File: src/include/psc_defs.svh
// Constants for the power switch control block.
// Assumes inclusion by its bare name from the package and modules.
`ifndef PSC_DEFS_SVH
`define PSC_DEFS_SVH

// ==========================================================
// Timebase and debounce
// ==========================================================
`define PSC_CLK_KHZ   125000       // Timebase rate in kHz (8 ns period)
`define PSC_DEB_MS    32           // Debounce time in ms, on and off alike
`define PSC_DEB_W     23           // Debounce counter width
`define PSC_DEB_ONE   23'h00_0001  // Unit step of debounce counter

// ==========================================================
// Power-up sequence
// ==========================================================
`define PSC_PU_W      8            // Power-up counter width
`define PSC_PU_LAST   8'h0F        // Last cycle of power-up sequence
`define PSC_PU_ONE    8'h01        // Unit step of power-up counter

// ==========================================================
// Pin levels
// ==========================================================
`define PSC_KEY_IDLE  1'b1         // Power key released (pulled to rail)
`define PSC_SEL_PUSH  1'b1         // Select level for push-button

`endif

File: src/include/psc_pkg.sv
// Types shared by the power switch control modules.
// Assumes psc_defs.svh is on the include path.
`include "psc_defs.svh"

package psc_pkg;

	// ==========================================================
	// Power states
	// ==========================================================
	typedef enum logic [1:0] {
		PSC_SLEEP,
		PSC_POWERUP,
		PSC_NORMAL
	} psc_state_t;

	// ==========================================================
	// Key filter state
	// ==========================================================
	typedef struct packed {
		logic                  s1;     // Sync stage one
		logic                  s2;     // Sync stage two
		logic                  clean;  // Debounced level
		logic [`PSC_DEB_W-1:0] cnt;    // Stable-time counter
	} psc_filt_st_t;

	// ==========================================================
	// Top-level state
	// ==========================================================
	typedef struct packed {
		psc_state_t           state;   // Power state
		logic [`PSC_PU_W-1:0] pu_cnt;  // Power-up progress
		logic                 slp_s1;  // Sleep line sync stage one
		logic                 slp_s2;  // Sleep line sync stage two
		logic                 slp_d;   // Sleep line, previous sample
		logic                 armed;   // Sleep line seen high since startup
		logic                 key_d;   // Debounced key, previous sample
		logic                 bst_en;  // Boost enable
		logic                 reg_en;  // Regulator enable
	} psc_top_st_t;

endpackage
File: src/hw/psc_key_filter.sv
// Synchroniser and debounce filter for the power key pin.
// Assumes one clock; key pin idles high and is pulled low when active.
`timescale 1ns/1ns
`include "psc_defs.svh"

module psc_key_filter
	import psc_pkg::*;
#(
	parameter int unsigned DEB_CYCLES = `PSC_DEB_MS * `PSC_CLK_KHZ
) (
	input  wire logic clock,
	input  wire logic rst,
	input  wire logic key_raw,    // Power key pin
	output logic      key_sync,   // Synchronised level
	output logic      key_clean   // Debounced level
);

	// ==========================================================
	// State
	// ==========================================================
	// Full-width last count, then cut to the counter on purpose
	localparam int unsigned           DEB_LAST_I = DEB_CYCLES - 1;
	localparam logic [`PSC_DEB_W-1:0] DEB_LAST   = DEB_LAST_I[`PSC_DEB_W-1:0];

	psc_filt_st_t st_ff;   // Registered state
	psc_filt_st_t nxt_st;  // Next state

	// Level must differ from clean value for the whole time before it is taken
	always_comb begin
		nxt_st = st_ff;
		nxt_st.s1 = key_raw;
		nxt_st.s2 = st_ff.s1;
		if (st_ff.s2 == st_ff.clean) begin
			// Agreement resets the stable-time count
			nxt_st.cnt = '0;
		end else if (st_ff.cnt == DEB_LAST) begin
			// Same timer for presses and releases
			nxt_st.clean = st_ff.s2;
			nxt_st.cnt = '0;
		end else begin
			nxt_st.cnt = st_ff.cnt + `PSC_DEB_ONE;
		end
	end

	// Register, released level after reset
	always_ff @(posedge clock) begin
		if (rst) begin
			st_ff.s1 <= `PSC_KEY_IDLE;
			st_ff.s2 <= `PSC_KEY_IDLE;
			st_ff.clean <= `PSC_KEY_IDLE;
			st_ff.cnt <= '0;
		end else begin
			st_ff <= nxt_st;
		end
	end

	assign key_sync = st_ff.s2;
	assign key_clean = st_ff.clean;

	// ==========================================================
	// Checks
	// ==========================================================
	AST_KEY_SYNC2: assert property (@(posedge clock) disable iff (rst)
		!$past(rst) && !$past(rst, 2) |-> key_sync == $past(key_raw, 2))
		else $error("key sync is not two stages");

	AST_DEB_STABLE: assert property (@(posedge clock) disable iff (rst)
		!$past(rst) && $changed(key_clean) |-> $past(st_ff.cnt) == DEB_LAST)
		else $error("key level taken before debounce time");

endmodule

File: src/hw/psc_top.sv
// Power on/off control: key filter, power state machine, enables.
// Assumes pins synchronous to one free-running timebase; reset at power-on.
// Notes on behaviour
// Select pin high push-button, low slider
// Push-button key debounced 32 ms both ways
// Press over 32 ms toggles power state
// Slider grounded starts power-up sequence
// Slider high off, grounded on
// Supervisor and charger stay running in sleep
// Sleep keeps boost and regulator disabled
// After power-up enter normal mode
// Sleep line falling after high powers down
// Controller times custom off, then drops sleep
// Synchronise key and sleep inputs first
`timescale 1ns/1ns
// Timing counts and pin levels live in the shared header
`include "psc_defs.svh"

module psc_top
	import psc_pkg::*;
#(
	parameter int unsigned DEB_CYCLES = `PSC_DEB_MS * `PSC_CLK_KHZ
) (
	input  wire logic clock,
	input  wire logic rst,
	input  wire logic key_type_select,     // High push-button, low slider
	input  wire logic power_key_n,         // Power key pin, low when pressed/on
	input  wire logic sleep_request,       // Controller sleep line
	output logic      boost_enable,        // Boost converter enable
	output logic      regulator_enable,    // Enable of regulator_output
	output logic      system_on,           // Normal operating mode
	output logic      powerup_busy,        // Power-up sequence running
	output logic      supervisor_active,   // Sleep control supervisor alive
	output logic      charger_active       // Charger and power path alive
);

	// ==========================================================
	// Key synchroniser and debounce
	// ==========================================================
	logic key_sync;   // Synchronised key level
	logic key_clean;  // Debounced key level

	psc_key_filter #(
		.DEB_CYCLES (DEB_CYCLES)
	) u_key (
		.clock     (clock),
		.rst       (rst),
		.key_raw   (power_key_n),
		.key_sync  (key_sync),
		.key_clean (key_clean)
	);

	// ==========================================================
	// State
	// ==========================================================
	psc_top_st_t st_ff;   // Registered state
	psc_top_st_t nxt_st;  // Next state

	logic push_mode;   // Push-button selected
	logic press_evt;   // Debounced press edge
	logic slide_on;    // Slider in on position
	logic sleep_fall;  // Sleep line fell after being armed
	logic pu_done;     // Power-up sequence at its end

	// Mode decode is a plain level; strap is read live but meant static
	always_comb begin
		push_mode = (key_type_select == `PSC_SEL_PUSH);
		press_evt = st_ff.key_d && !key_clean;
		slide_on = (key_sync != `PSC_KEY_IDLE);
		sleep_fall = st_ff.armed && st_ff.slp_d && !st_ff.slp_s2;
		pu_done = (st_ff.pu_cnt == `PSC_PU_LAST);
	end

	// ==========================================================
	// Power state machine
	// ==========================================================
	// Press edge is only seen once the level has held for the debounce time
	always_comb begin
		nxt_st = st_ff;
		// Sleep line synchroniser, first stage feeds only the second
		nxt_st.slp_s1 = sleep_request;
		nxt_st.slp_s2 = st_ff.slp_s1;
		nxt_st.slp_d = st_ff.slp_s2;
		nxt_st.key_d = key_clean;
		case (st_ff.state)
			PSC_SLEEP: begin
				nxt_st.pu_cnt = '0;
				nxt_st.armed = 1'b0;
				if (push_mode) begin
					// Debounced press turns the system on
					if (press_evt) begin
						nxt_st.state = PSC_POWERUP;
					end
				end else if (slide_on) begin
					// Grounded slider starts the sequence
					nxt_st.state = PSC_POWERUP;
				end
			end
			PSC_POWERUP: begin
				if (push_mode ? press_evt : !slide_on) begin
					// Off request aborts the sequence
					nxt_st.state = PSC_SLEEP;
				end else if (pu_done) begin
					nxt_st.state = PSC_NORMAL;
				end else begin
					nxt_st.pu_cnt = st_ff.pu_cnt + `PSC_PU_ONE;
				end
			end
			PSC_NORMAL: begin
				// Controller proves control by raising the line after startup
				if (st_ff.slp_s2) begin
					nxt_st.armed = 1'b1;
				end
				if (sleep_fall) begin
					// Custom off timing done by the controller
					nxt_st.state = PSC_SLEEP;
				end else if (push_mode && press_evt) begin
					// Same press time as for power on
					nxt_st.state = PSC_SLEEP;
				end else if (!push_mode && !slide_on) begin
					// Slider back to rail level turns off
					nxt_st.state = PSC_SLEEP;
				end
			end
			default: begin
				nxt_st.state = PSC_SLEEP;
			end
		endcase
		// Enables follow the next state so they line up with it
		// Regulator runs first so the controller can boot before the boost
		nxt_st.reg_en = (nxt_st.state != PSC_SLEEP);
		nxt_st.bst_en = (nxt_st.state == PSC_NORMAL);
	end

	// Register; sleep with boost and regulator off after reset
	always_ff @(posedge clock) begin
		if (rst) begin
			st_ff.state <= PSC_SLEEP;
			st_ff.pu_cnt <= '0;
			st_ff.slp_s1 <= 1'b0;
			st_ff.slp_s2 <= 1'b0;
			st_ff.slp_d <= 1'b0;
			st_ff.armed <= 1'b0;
			st_ff.key_d <= `PSC_KEY_IDLE;
			st_ff.bst_en <= 1'b0;
			st_ff.reg_en <= 1'b0;
		end else begin
			st_ff <= nxt_st;
		end
	end

	// ==========================================================
	// Outputs
	// ==========================================================
	// Supervisor and charger are never gated by the power state
	assign supervisor_active = 1'b1;
	assign charger_active = 1'b1;
	assign boost_enable = st_ff.bst_en;
	assign regulator_enable = st_ff.reg_en;
	assign system_on = (st_ff.state == PSC_NORMAL);
	assign powerup_busy = (st_ff.state == PSC_POWERUP);

	// ==========================================================
	// Checks
	// ==========================================================
	AST_SLEEP_OFF: assert property (@(posedge clock) disable iff (rst)
		st_ff.state == PSC_SLEEP |-> !boost_enable && !regulator_enable)
		else $error("enable high while in sleep");

	AST_ALWAYS_ALIVE: assert property (@(posedge clock) disable iff (rst)
		st_ff.state == PSC_SLEEP |-> supervisor_active && charger_active)
		else $error("supervisor or charger stopped in sleep");

	AST_SLIDE_ON: assert property (@(posedge clock) disable iff (rst)
		st_ff.state == PSC_SLEEP && !push_mode && slide_on
		|=> st_ff.state == PSC_POWERUP && regulator_enable)
		else $error("slider on did not start power-up");

	AST_SLIDE_OFF: assert property (@(posedge clock) disable iff (rst)
		st_ff.state == PSC_NORMAL && !push_mode && !slide_on && !sleep_fall
		|=> st_ff.state == PSC_SLEEP && !regulator_enable)
		else $error("slider off did not power down");

	AST_PUSH_IGNORES_LEVEL: assert property (@(posedge clock) disable iff (rst)
		st_ff.state == PSC_SLEEP && push_mode && !press_evt
		|=> st_ff.state == PSC_SLEEP)
		else $error("push mode left sleep without a press");

	AST_PRESS_ON: assert property (@(posedge clock) disable iff (rst)
		st_ff.state == PSC_SLEEP && push_mode && $fell(key_clean)
		|=> st_ff.state == PSC_POWERUP)
		else $error("press did not power on");

	AST_PRESS_OFF: assert property (@(posedge clock) disable iff (rst)
		st_ff.state == PSC_NORMAL && push_mode && $fell(key_clean)
		|=> st_ff.state == PSC_SLEEP)
		else $error("press did not power off");

	AST_PU_DONE: assert property (@(posedge clock) disable iff (rst)
		st_ff.state == PSC_POWERUP && pu_done
		&& !(push_mode ? press_evt : !slide_on)
		|=> system_on && boost_enable)
		else $error("power-up end did not enter normal");

	AST_SLEEP_LINE: assert property (@(posedge clock) disable iff (rst)
		st_ff.state == PSC_NORMAL && st_ff.armed && $fell(st_ff.slp_s2)
		|=> st_ff.state == PSC_SLEEP)
		else $error("sleep line fall did not power down");

	AST_SLEEP_UNARMED: assert property (@(posedge clock) disable iff (rst)
		st_ff.state == PSC_NORMAL && !st_ff.armed && !press_evt && push_mode
		|=> st_ff.state == PSC_NORMAL)
		else $error("left normal without cause");

	AST_SLP_SYNC2: assert property (@(posedge clock) disable iff (rst)
		!$past(rst) && !$past(rst, 2) |-> st_ff.slp_s2 == $past(sleep_request, 2))
		else $error("sleep line sync is not two stages");

	// Sequence runs its full length unless an off request cuts it
	AST_PU_COUNT: assert property (@(posedge clock) disable iff (rst)
		st_ff.state == PSC_POWERUP && !pu_done && !(push_mode ? press_evt : !slide_on)
		|=> st_ff.state == PSC_POWERUP && !boost_enable)
		else $error("power-up sequence cut short");

	// Boost only ever runs on top of the regulator, in normal mode
	AST_BOOST_NEEDS_REG: assert property (@(posedge clock) disable iff (rst)
		boost_enable |-> regulator_enable && system_on)
		else $error("boost enabled outside normal mode");

endmodule

File: config.mk
export PLATFORM = sky130hd
export DESIGN_NAME = psc_top
export DESIGN_NICKNAME = d
export VERILOG_FILES = /design/src/include/psc_pkg.sv /design/src/hw/psc_key_filter.sv /design/src/hw/psc_top.sv
export VERILOG_INCLUDE_DIRS = /design/src /design/src/include
export SDC_FILE = /design/constraint.sdc
export NUM_CORES = 1
export LEC_CHECK = 0
export ABC_AREA = 1
export BUFFER_PORTS_ARGS = -buffer_cell sky130_fd_sc_hd__buf_4
export CORE_UTILIZATION = 25
export CTS_BUF_LIST = sky130_fd_sc_hd__clkbuf_4 sky130_fd_sc_hd__clkbuf_8 sky130_fd_sc_hd__clkbuf_16
export DETAILED_ROUTE_END_ITERATION = 8
export PLACE_DENSITY = 0.37
export SLEW_MARGIN = 20
export SYNTH_ARGS = -nofsm -noshare
export SYNTH_HDL_FRONTEND = slang
export SYNTH_HIERARCHICAL = 1
export SYNTH_SLANG_ARGS = --single-unit
File: constraint.sdc
create_clock -name clock -period 1.6 [get_ports clock]
set_input_delay 0.16 -clock clock [delete_from_list [all_inputs] [get_ports clock]]
set_output_delay 0.16 -clock clock [all_outputs]
set_load 0.02 [all_outputs]
[After elaboration in Yosys (flattened, before gate mapping)]
Index checks and enable logic that the tools add are counted.
Storage, ports and cells
  register bits after elaboration: 43
  output and inout port bits: 6
  word-level logic and storage cells: 56
Operators by class
  add/sub/neg operators: 2
  reductions and logical operators: 16
  bitwise gates (word level): 1
  muxes and demuxes: 15
  equality and inequality tests: 9
Operator list (count)
  23-bit by 1-bit adder with 23-bit output, second input constant: 1
  23-bit by 22-bit equality test with 1-bit output, second input constant: 1
  2-bit 2-to-1 mux: 8
  8-bit 2-to-1 mux: 2
  8-bit case mux with 2 select lines: 1
  8-bit by 1-bit adder with 8-bit output, second input constant: 1
  8-bit by 4-bit equality test with 1-bit output, second input constant: 1
  2-bit case mux with 3 select lines: 1
  2-bit nonzero test: 3
  1-bit logical AND: 5
  2-bit equality test, second input constant: 2
  2-bit != test, second input constant: 2
  2-bit AND reduction: 2
  1-bit logical NOT: 3
  3-bit AND reduction: 1
  3-bit OR reduction: 1
  2-bit by 1-bit equality test with 1-bit output, second input constant: 1
  2-bit logical NOT: 1
  1-bit 2-to-1 mux: 2
  2-bit by 1-bit != test with 1-bit output, second input constant: 1
  1-bit case mux with 2 select lines: 1
  1-bit equality test: 1
  1-bit inverter: 1

[Longest topological paths before layout]
  depth after elaboration: 7
  mapped depth: 9

[Cells and area by module]
The synthesis kept the hierarchy.
Modules (own cells, without submodules)
  psc_key_filter: area each 1325.0 µm², cells each 184, seq. area each 520.5 µm², times used 1
  psc_top: area each 900.9 µm², cells each 136, seq. area each 340.3 µm², times used 1

[Least setup slack after synthesis]
OpenSTA, ideal clock, no wires.
  path type: flip-flop to flip-flop
  from: reg u_key/st_ff[0] in the netlist's numbering
  to: reg u_key/st_ff[13] in the netlist's numbering
  cell stages (with the launch flop): 10
  path slack: 0.223 ns
  buffers on the path: 1
  data required time: 1.486 ns
  arrival time: 1.263 ns
  path through: dfxtp_1 ha_1 nand3_2 inv_1 nand2_2 nor2_4 nand2_2 nand2_4 buf_6 nor2_1
On the way
  word-level cells in the longest chain between the ends: 2
Ends and longest elaborated chain
  from (decl): RTL line psc_key_filter.sv:25  | psc_filt_st_t st_ff;
  from (signal assigned): RTL line psc_key_filter.sv:53  | st_ff <= nxt_st;
  branches (longest 2 deep; another with 23-bit by 1-bit adder with 23-bit output)
Parallel ways; which one is timed is not known.
A chain may end at the register's enable or synchronous reset.

==> impl_metrics.env <==
export IMPL_yosysWarnings=6
export IMPL_clk_latency_ns=0.30
export IMPL_cellLeakagePower_uw=0.000920
export IMPL_ant_nets=0
export IMPL_synth_top_area_share_pct=38.7
export IMPL_setup_violations=0
export IMPL_tritoncts="yes"
export IMPL_die_area_mm2=0.00929
export IMPL_path_class="reg2reg"
export IMPL_antennaDiodeCount=0
export IMPL_gp_congestion=0.720
export IMPL_fin_area_mm2=0.00259
export IMPL_synth_flop_cell="dfxtp_1"
export IMPL_synth_edf_count=0
export IMPL_die_h_um=96.4
export IMPL_die_w_um=96.4
export IMPL_end_kind="flip-flop"
export IMPL_period_needed_ns=1.45
export IMPL_crit_buf_inv=1
export IMPL_hold_viol=0
export IMPL_ys_seq_area_share_pct=38.7
export IMPL_fin_crit_sh_pct=90.4
export IMPL_cts_buffer_depth=2
export IMPL_grt_max_degree=24
export IMPL_cp_arrival_ns=1.64
export IMPL_h_tree_depth=2
export IMPL_hold_slack_ns=0.0392
export IMPL_startpoint_type="flip-flop"
export IMPL_syn_inst=320
export IMPL_cts_buffers=5
export IMPL_synth_area_leaders="dfxtp_1 39%, nand2_1 13%, nor2_1 11%"
export IMPL_dp_cells=437
export IMPL_fmax_ghz=0.691
export IMPL_cts_root_buffer="clkbuf_8"
export IMPL_hold_depth=2
export IMPL_grtUsageTotal_pct=11.5
export IMPL_cts_sinks=43
export IMPL_fin_total_pwr_uw=2180
export IMPL_slowest_delay_ns=0.37
export IMPL_crit_cells=8
export IMPL_ys_ff_latch=43
export IMPL_initialDrtViolationCount=72
export IMPL_antenna_found_initial=0
export IMPL_synth_cell_area_mm2=0.00223
export IMPL_drive_gt1_share_pct=14.7
export IMPL_vias=1865
export IMPL_n_fill_cell=972
export IMPL_placed_area_mm2=0.00242
export IMPL_outcome="complete, no violations"
export IMPL_worstPathMaxFanout=9
export IMPL_cts_hold_buffers=0
export IMPL_path_cells="ha_2, inv_1, nor2_4, nand3_2, nand3_4, nand2_2, nand2_1, a21oi_1"
export IMPL_first_global_vias=1749
export IMPL_grt_first_pass_wirelength_um=8200
export IMPL_io_buffers=8
export IMPL_fp_row_count=34
export IMPL_cpLargestDelayFamily="simple AND/OR/NAND/NOR gates"
export IMPL_hpwl_um=3510
export IMPL_fin_worst_skew_ns=0.00649
export IMPL_holdCritPathClass="in2reg"
export IMPL_io_pins=11
export IMPL_synthDistinctLibCells=30
export IMPL_utilization_pct=29.8
export IMPL_power_density_mw_per_mm2=844
export IMPL_post_route_drc_count=0
export IMPL_wire_per_inst_um=10.8
export IMPL_post_synth_top_area_cell="dfxtp_1"
export IMPL_syn_to_final_growth_pct=16.2
export IMPL_finalNonFillerCells=447
export IMPL_cp_slowest_cell="dfxtp_1"
export IMPL_worstPathRequired_ns=1.79
export IMPL_syn_avg_cell_area_um2=6.96
export IMPL_final_max_slew_violation_count=0
export IMPL_clk_pin_slew_worst_paths_ns=0.09
export IMPL_drv_cap=0
export IMPL_core_area_mm2=0.00868
export IMPL_ys_async_sr_fraction_pct=0
export IMPL_overflow=0
export IMPL_nets=345
export IMPL_reg2reg_depth=8
export IMPL_start_util_pct=25.6
export IMPL_peakVddDrop_uv=341
export IMPL_first_pass_iters=4
export IMPL_finalWirelength_um=4820
export IMPL_via_per_inst=4.17
[layer usage]
metal	up-vias	wire, um	part of all wire (%)	GRT usage [%]
li1	1028	-	-	-
met1	815	2640	55	16.5
met2	18	2040	42	17.1
met3	4	87	1.8	2.61
met4	0	48	1.0	3.31
met5	-	0	0	0
[layout by cell type, fill, tap and decap left out, types with 2 or more instances in the layout]
cell type and count:
nand2_1 75, nor2_1 66, nand4_1 6, a21oi_1 13
dfxtp_1 43, or2_2 2, nand2_2 5, conb_1 2
xnor2_1 7, nor2_4 5, buf_4 16, bufinv_16 2
inv_1 31, clkbuf_8 5, nand3_1 26, o21bai_1 3
nor3_1 2, xor2_1 8, inv_2 2, nand3b_1 3
nand3_2 4, nor2_2 4
[metrics by stage]
stage / TNS [ns] / worst slack (ns)
after floorplan: 0 / 0.223
after global placement: 0 / 0.0941
after detailed placement: 0 / 0.0599
after CTS: 0 / 0.0427
after global routing: -0.000170 / -0.000170
final: 0 / 0.153
[what timing repair did]
item / 4_1_cts / 5_1_grt
endpoints found under the setup margin: 0 / 26
setup buffers: 0 / 2
gates resized for setup: 0 / 2
[logic make-up after synthesis]
kind of cell	count (synthesis)	synth area share [%]
flops	43	38.7
fa+ha+maj	2	1.12
simple gates	201	41.8
buf+inv	40	7.81
other cells	1	0.168
xor+xnor	15	5.90
compound gates	18	4.55
[state kept, by name, summed over array words and instances (netlist names)]
register          cells
u_key/key_clean       1
u_key/nxt_st          1
u_key/st_ff          23
st_ff                13
nxt_st                2
boost_enable          1
regulator_enable      1
u_key/key_sync        1
[worst register-to-register path, stage by stage, from the launching register on]
cell and delay [ns]:
dfxtp_1 0.37, ha_2 0.22, inv_1 0.08, nor2_4 0.14, nand3_2 0.12, nand3_4 0.15, nand2_2 0.12, nand2_1 0.09
a21oi_1 0.06
[path summary, 6_finish.rpt]
path,from,to,slack [ns]
worst min register to register,nxt_st[5]$_SDFF_PP0_,nxt_st[4]$_SDFF_PP0_,0.41
worst max register to register,st_ff[8]$_SDFFE_PP0P_,st_ff[12]$_SDFFE_PP0P_,0.15
worst max-delay path,st_ff[8]$_SDFFE_PP0P_,st_ff[12]$_SDFFE_PP0P_,0.15
worst min-delay path,power_key_n,u_key/nxt_st[24]$_SDFF_PP1_,0.04
[layout make-up]
type | count | area (um2) | share of cell area [%]
clock inverters | 3 | 67.6 | 2.61
well taps | 108 | 135 | 5.22
multi-input cells | 238 | 1210 | 46.6
clock buffers | 5 | 68.8 | 2.66
inverters | 34 | 128 | 4.93
repair buffers | 16 | 120 | 4.64
flip-flops and latches | 43 | 861 | 33.3
[cells in the mapped netlist, drive strengths merged (2+ instances only)]
cell type	n
o21bai	3
nand2	81
nand3	31
buf	5
inv	33
dfxtp	43
nor3	2
or2	3
nand3b	3
xnor2	7
ha	2
nand4	6
nor2	75
a21oi	14
xor2	8
[power by group]
part | switching [uW] | total [uW] | internal (uW) | leakage [uW]
clock | 412 | 1030 | 623 | 0.0000644
sequential | 4.44 | 1080 | 1080 | 0.000348
combinational | 44.3 | 66.7 | 22.4 | 0.000508
total | 461 | 2180 | 1720 | 0.000920
No activity file was read; power rests on OpenSTA's default activity.
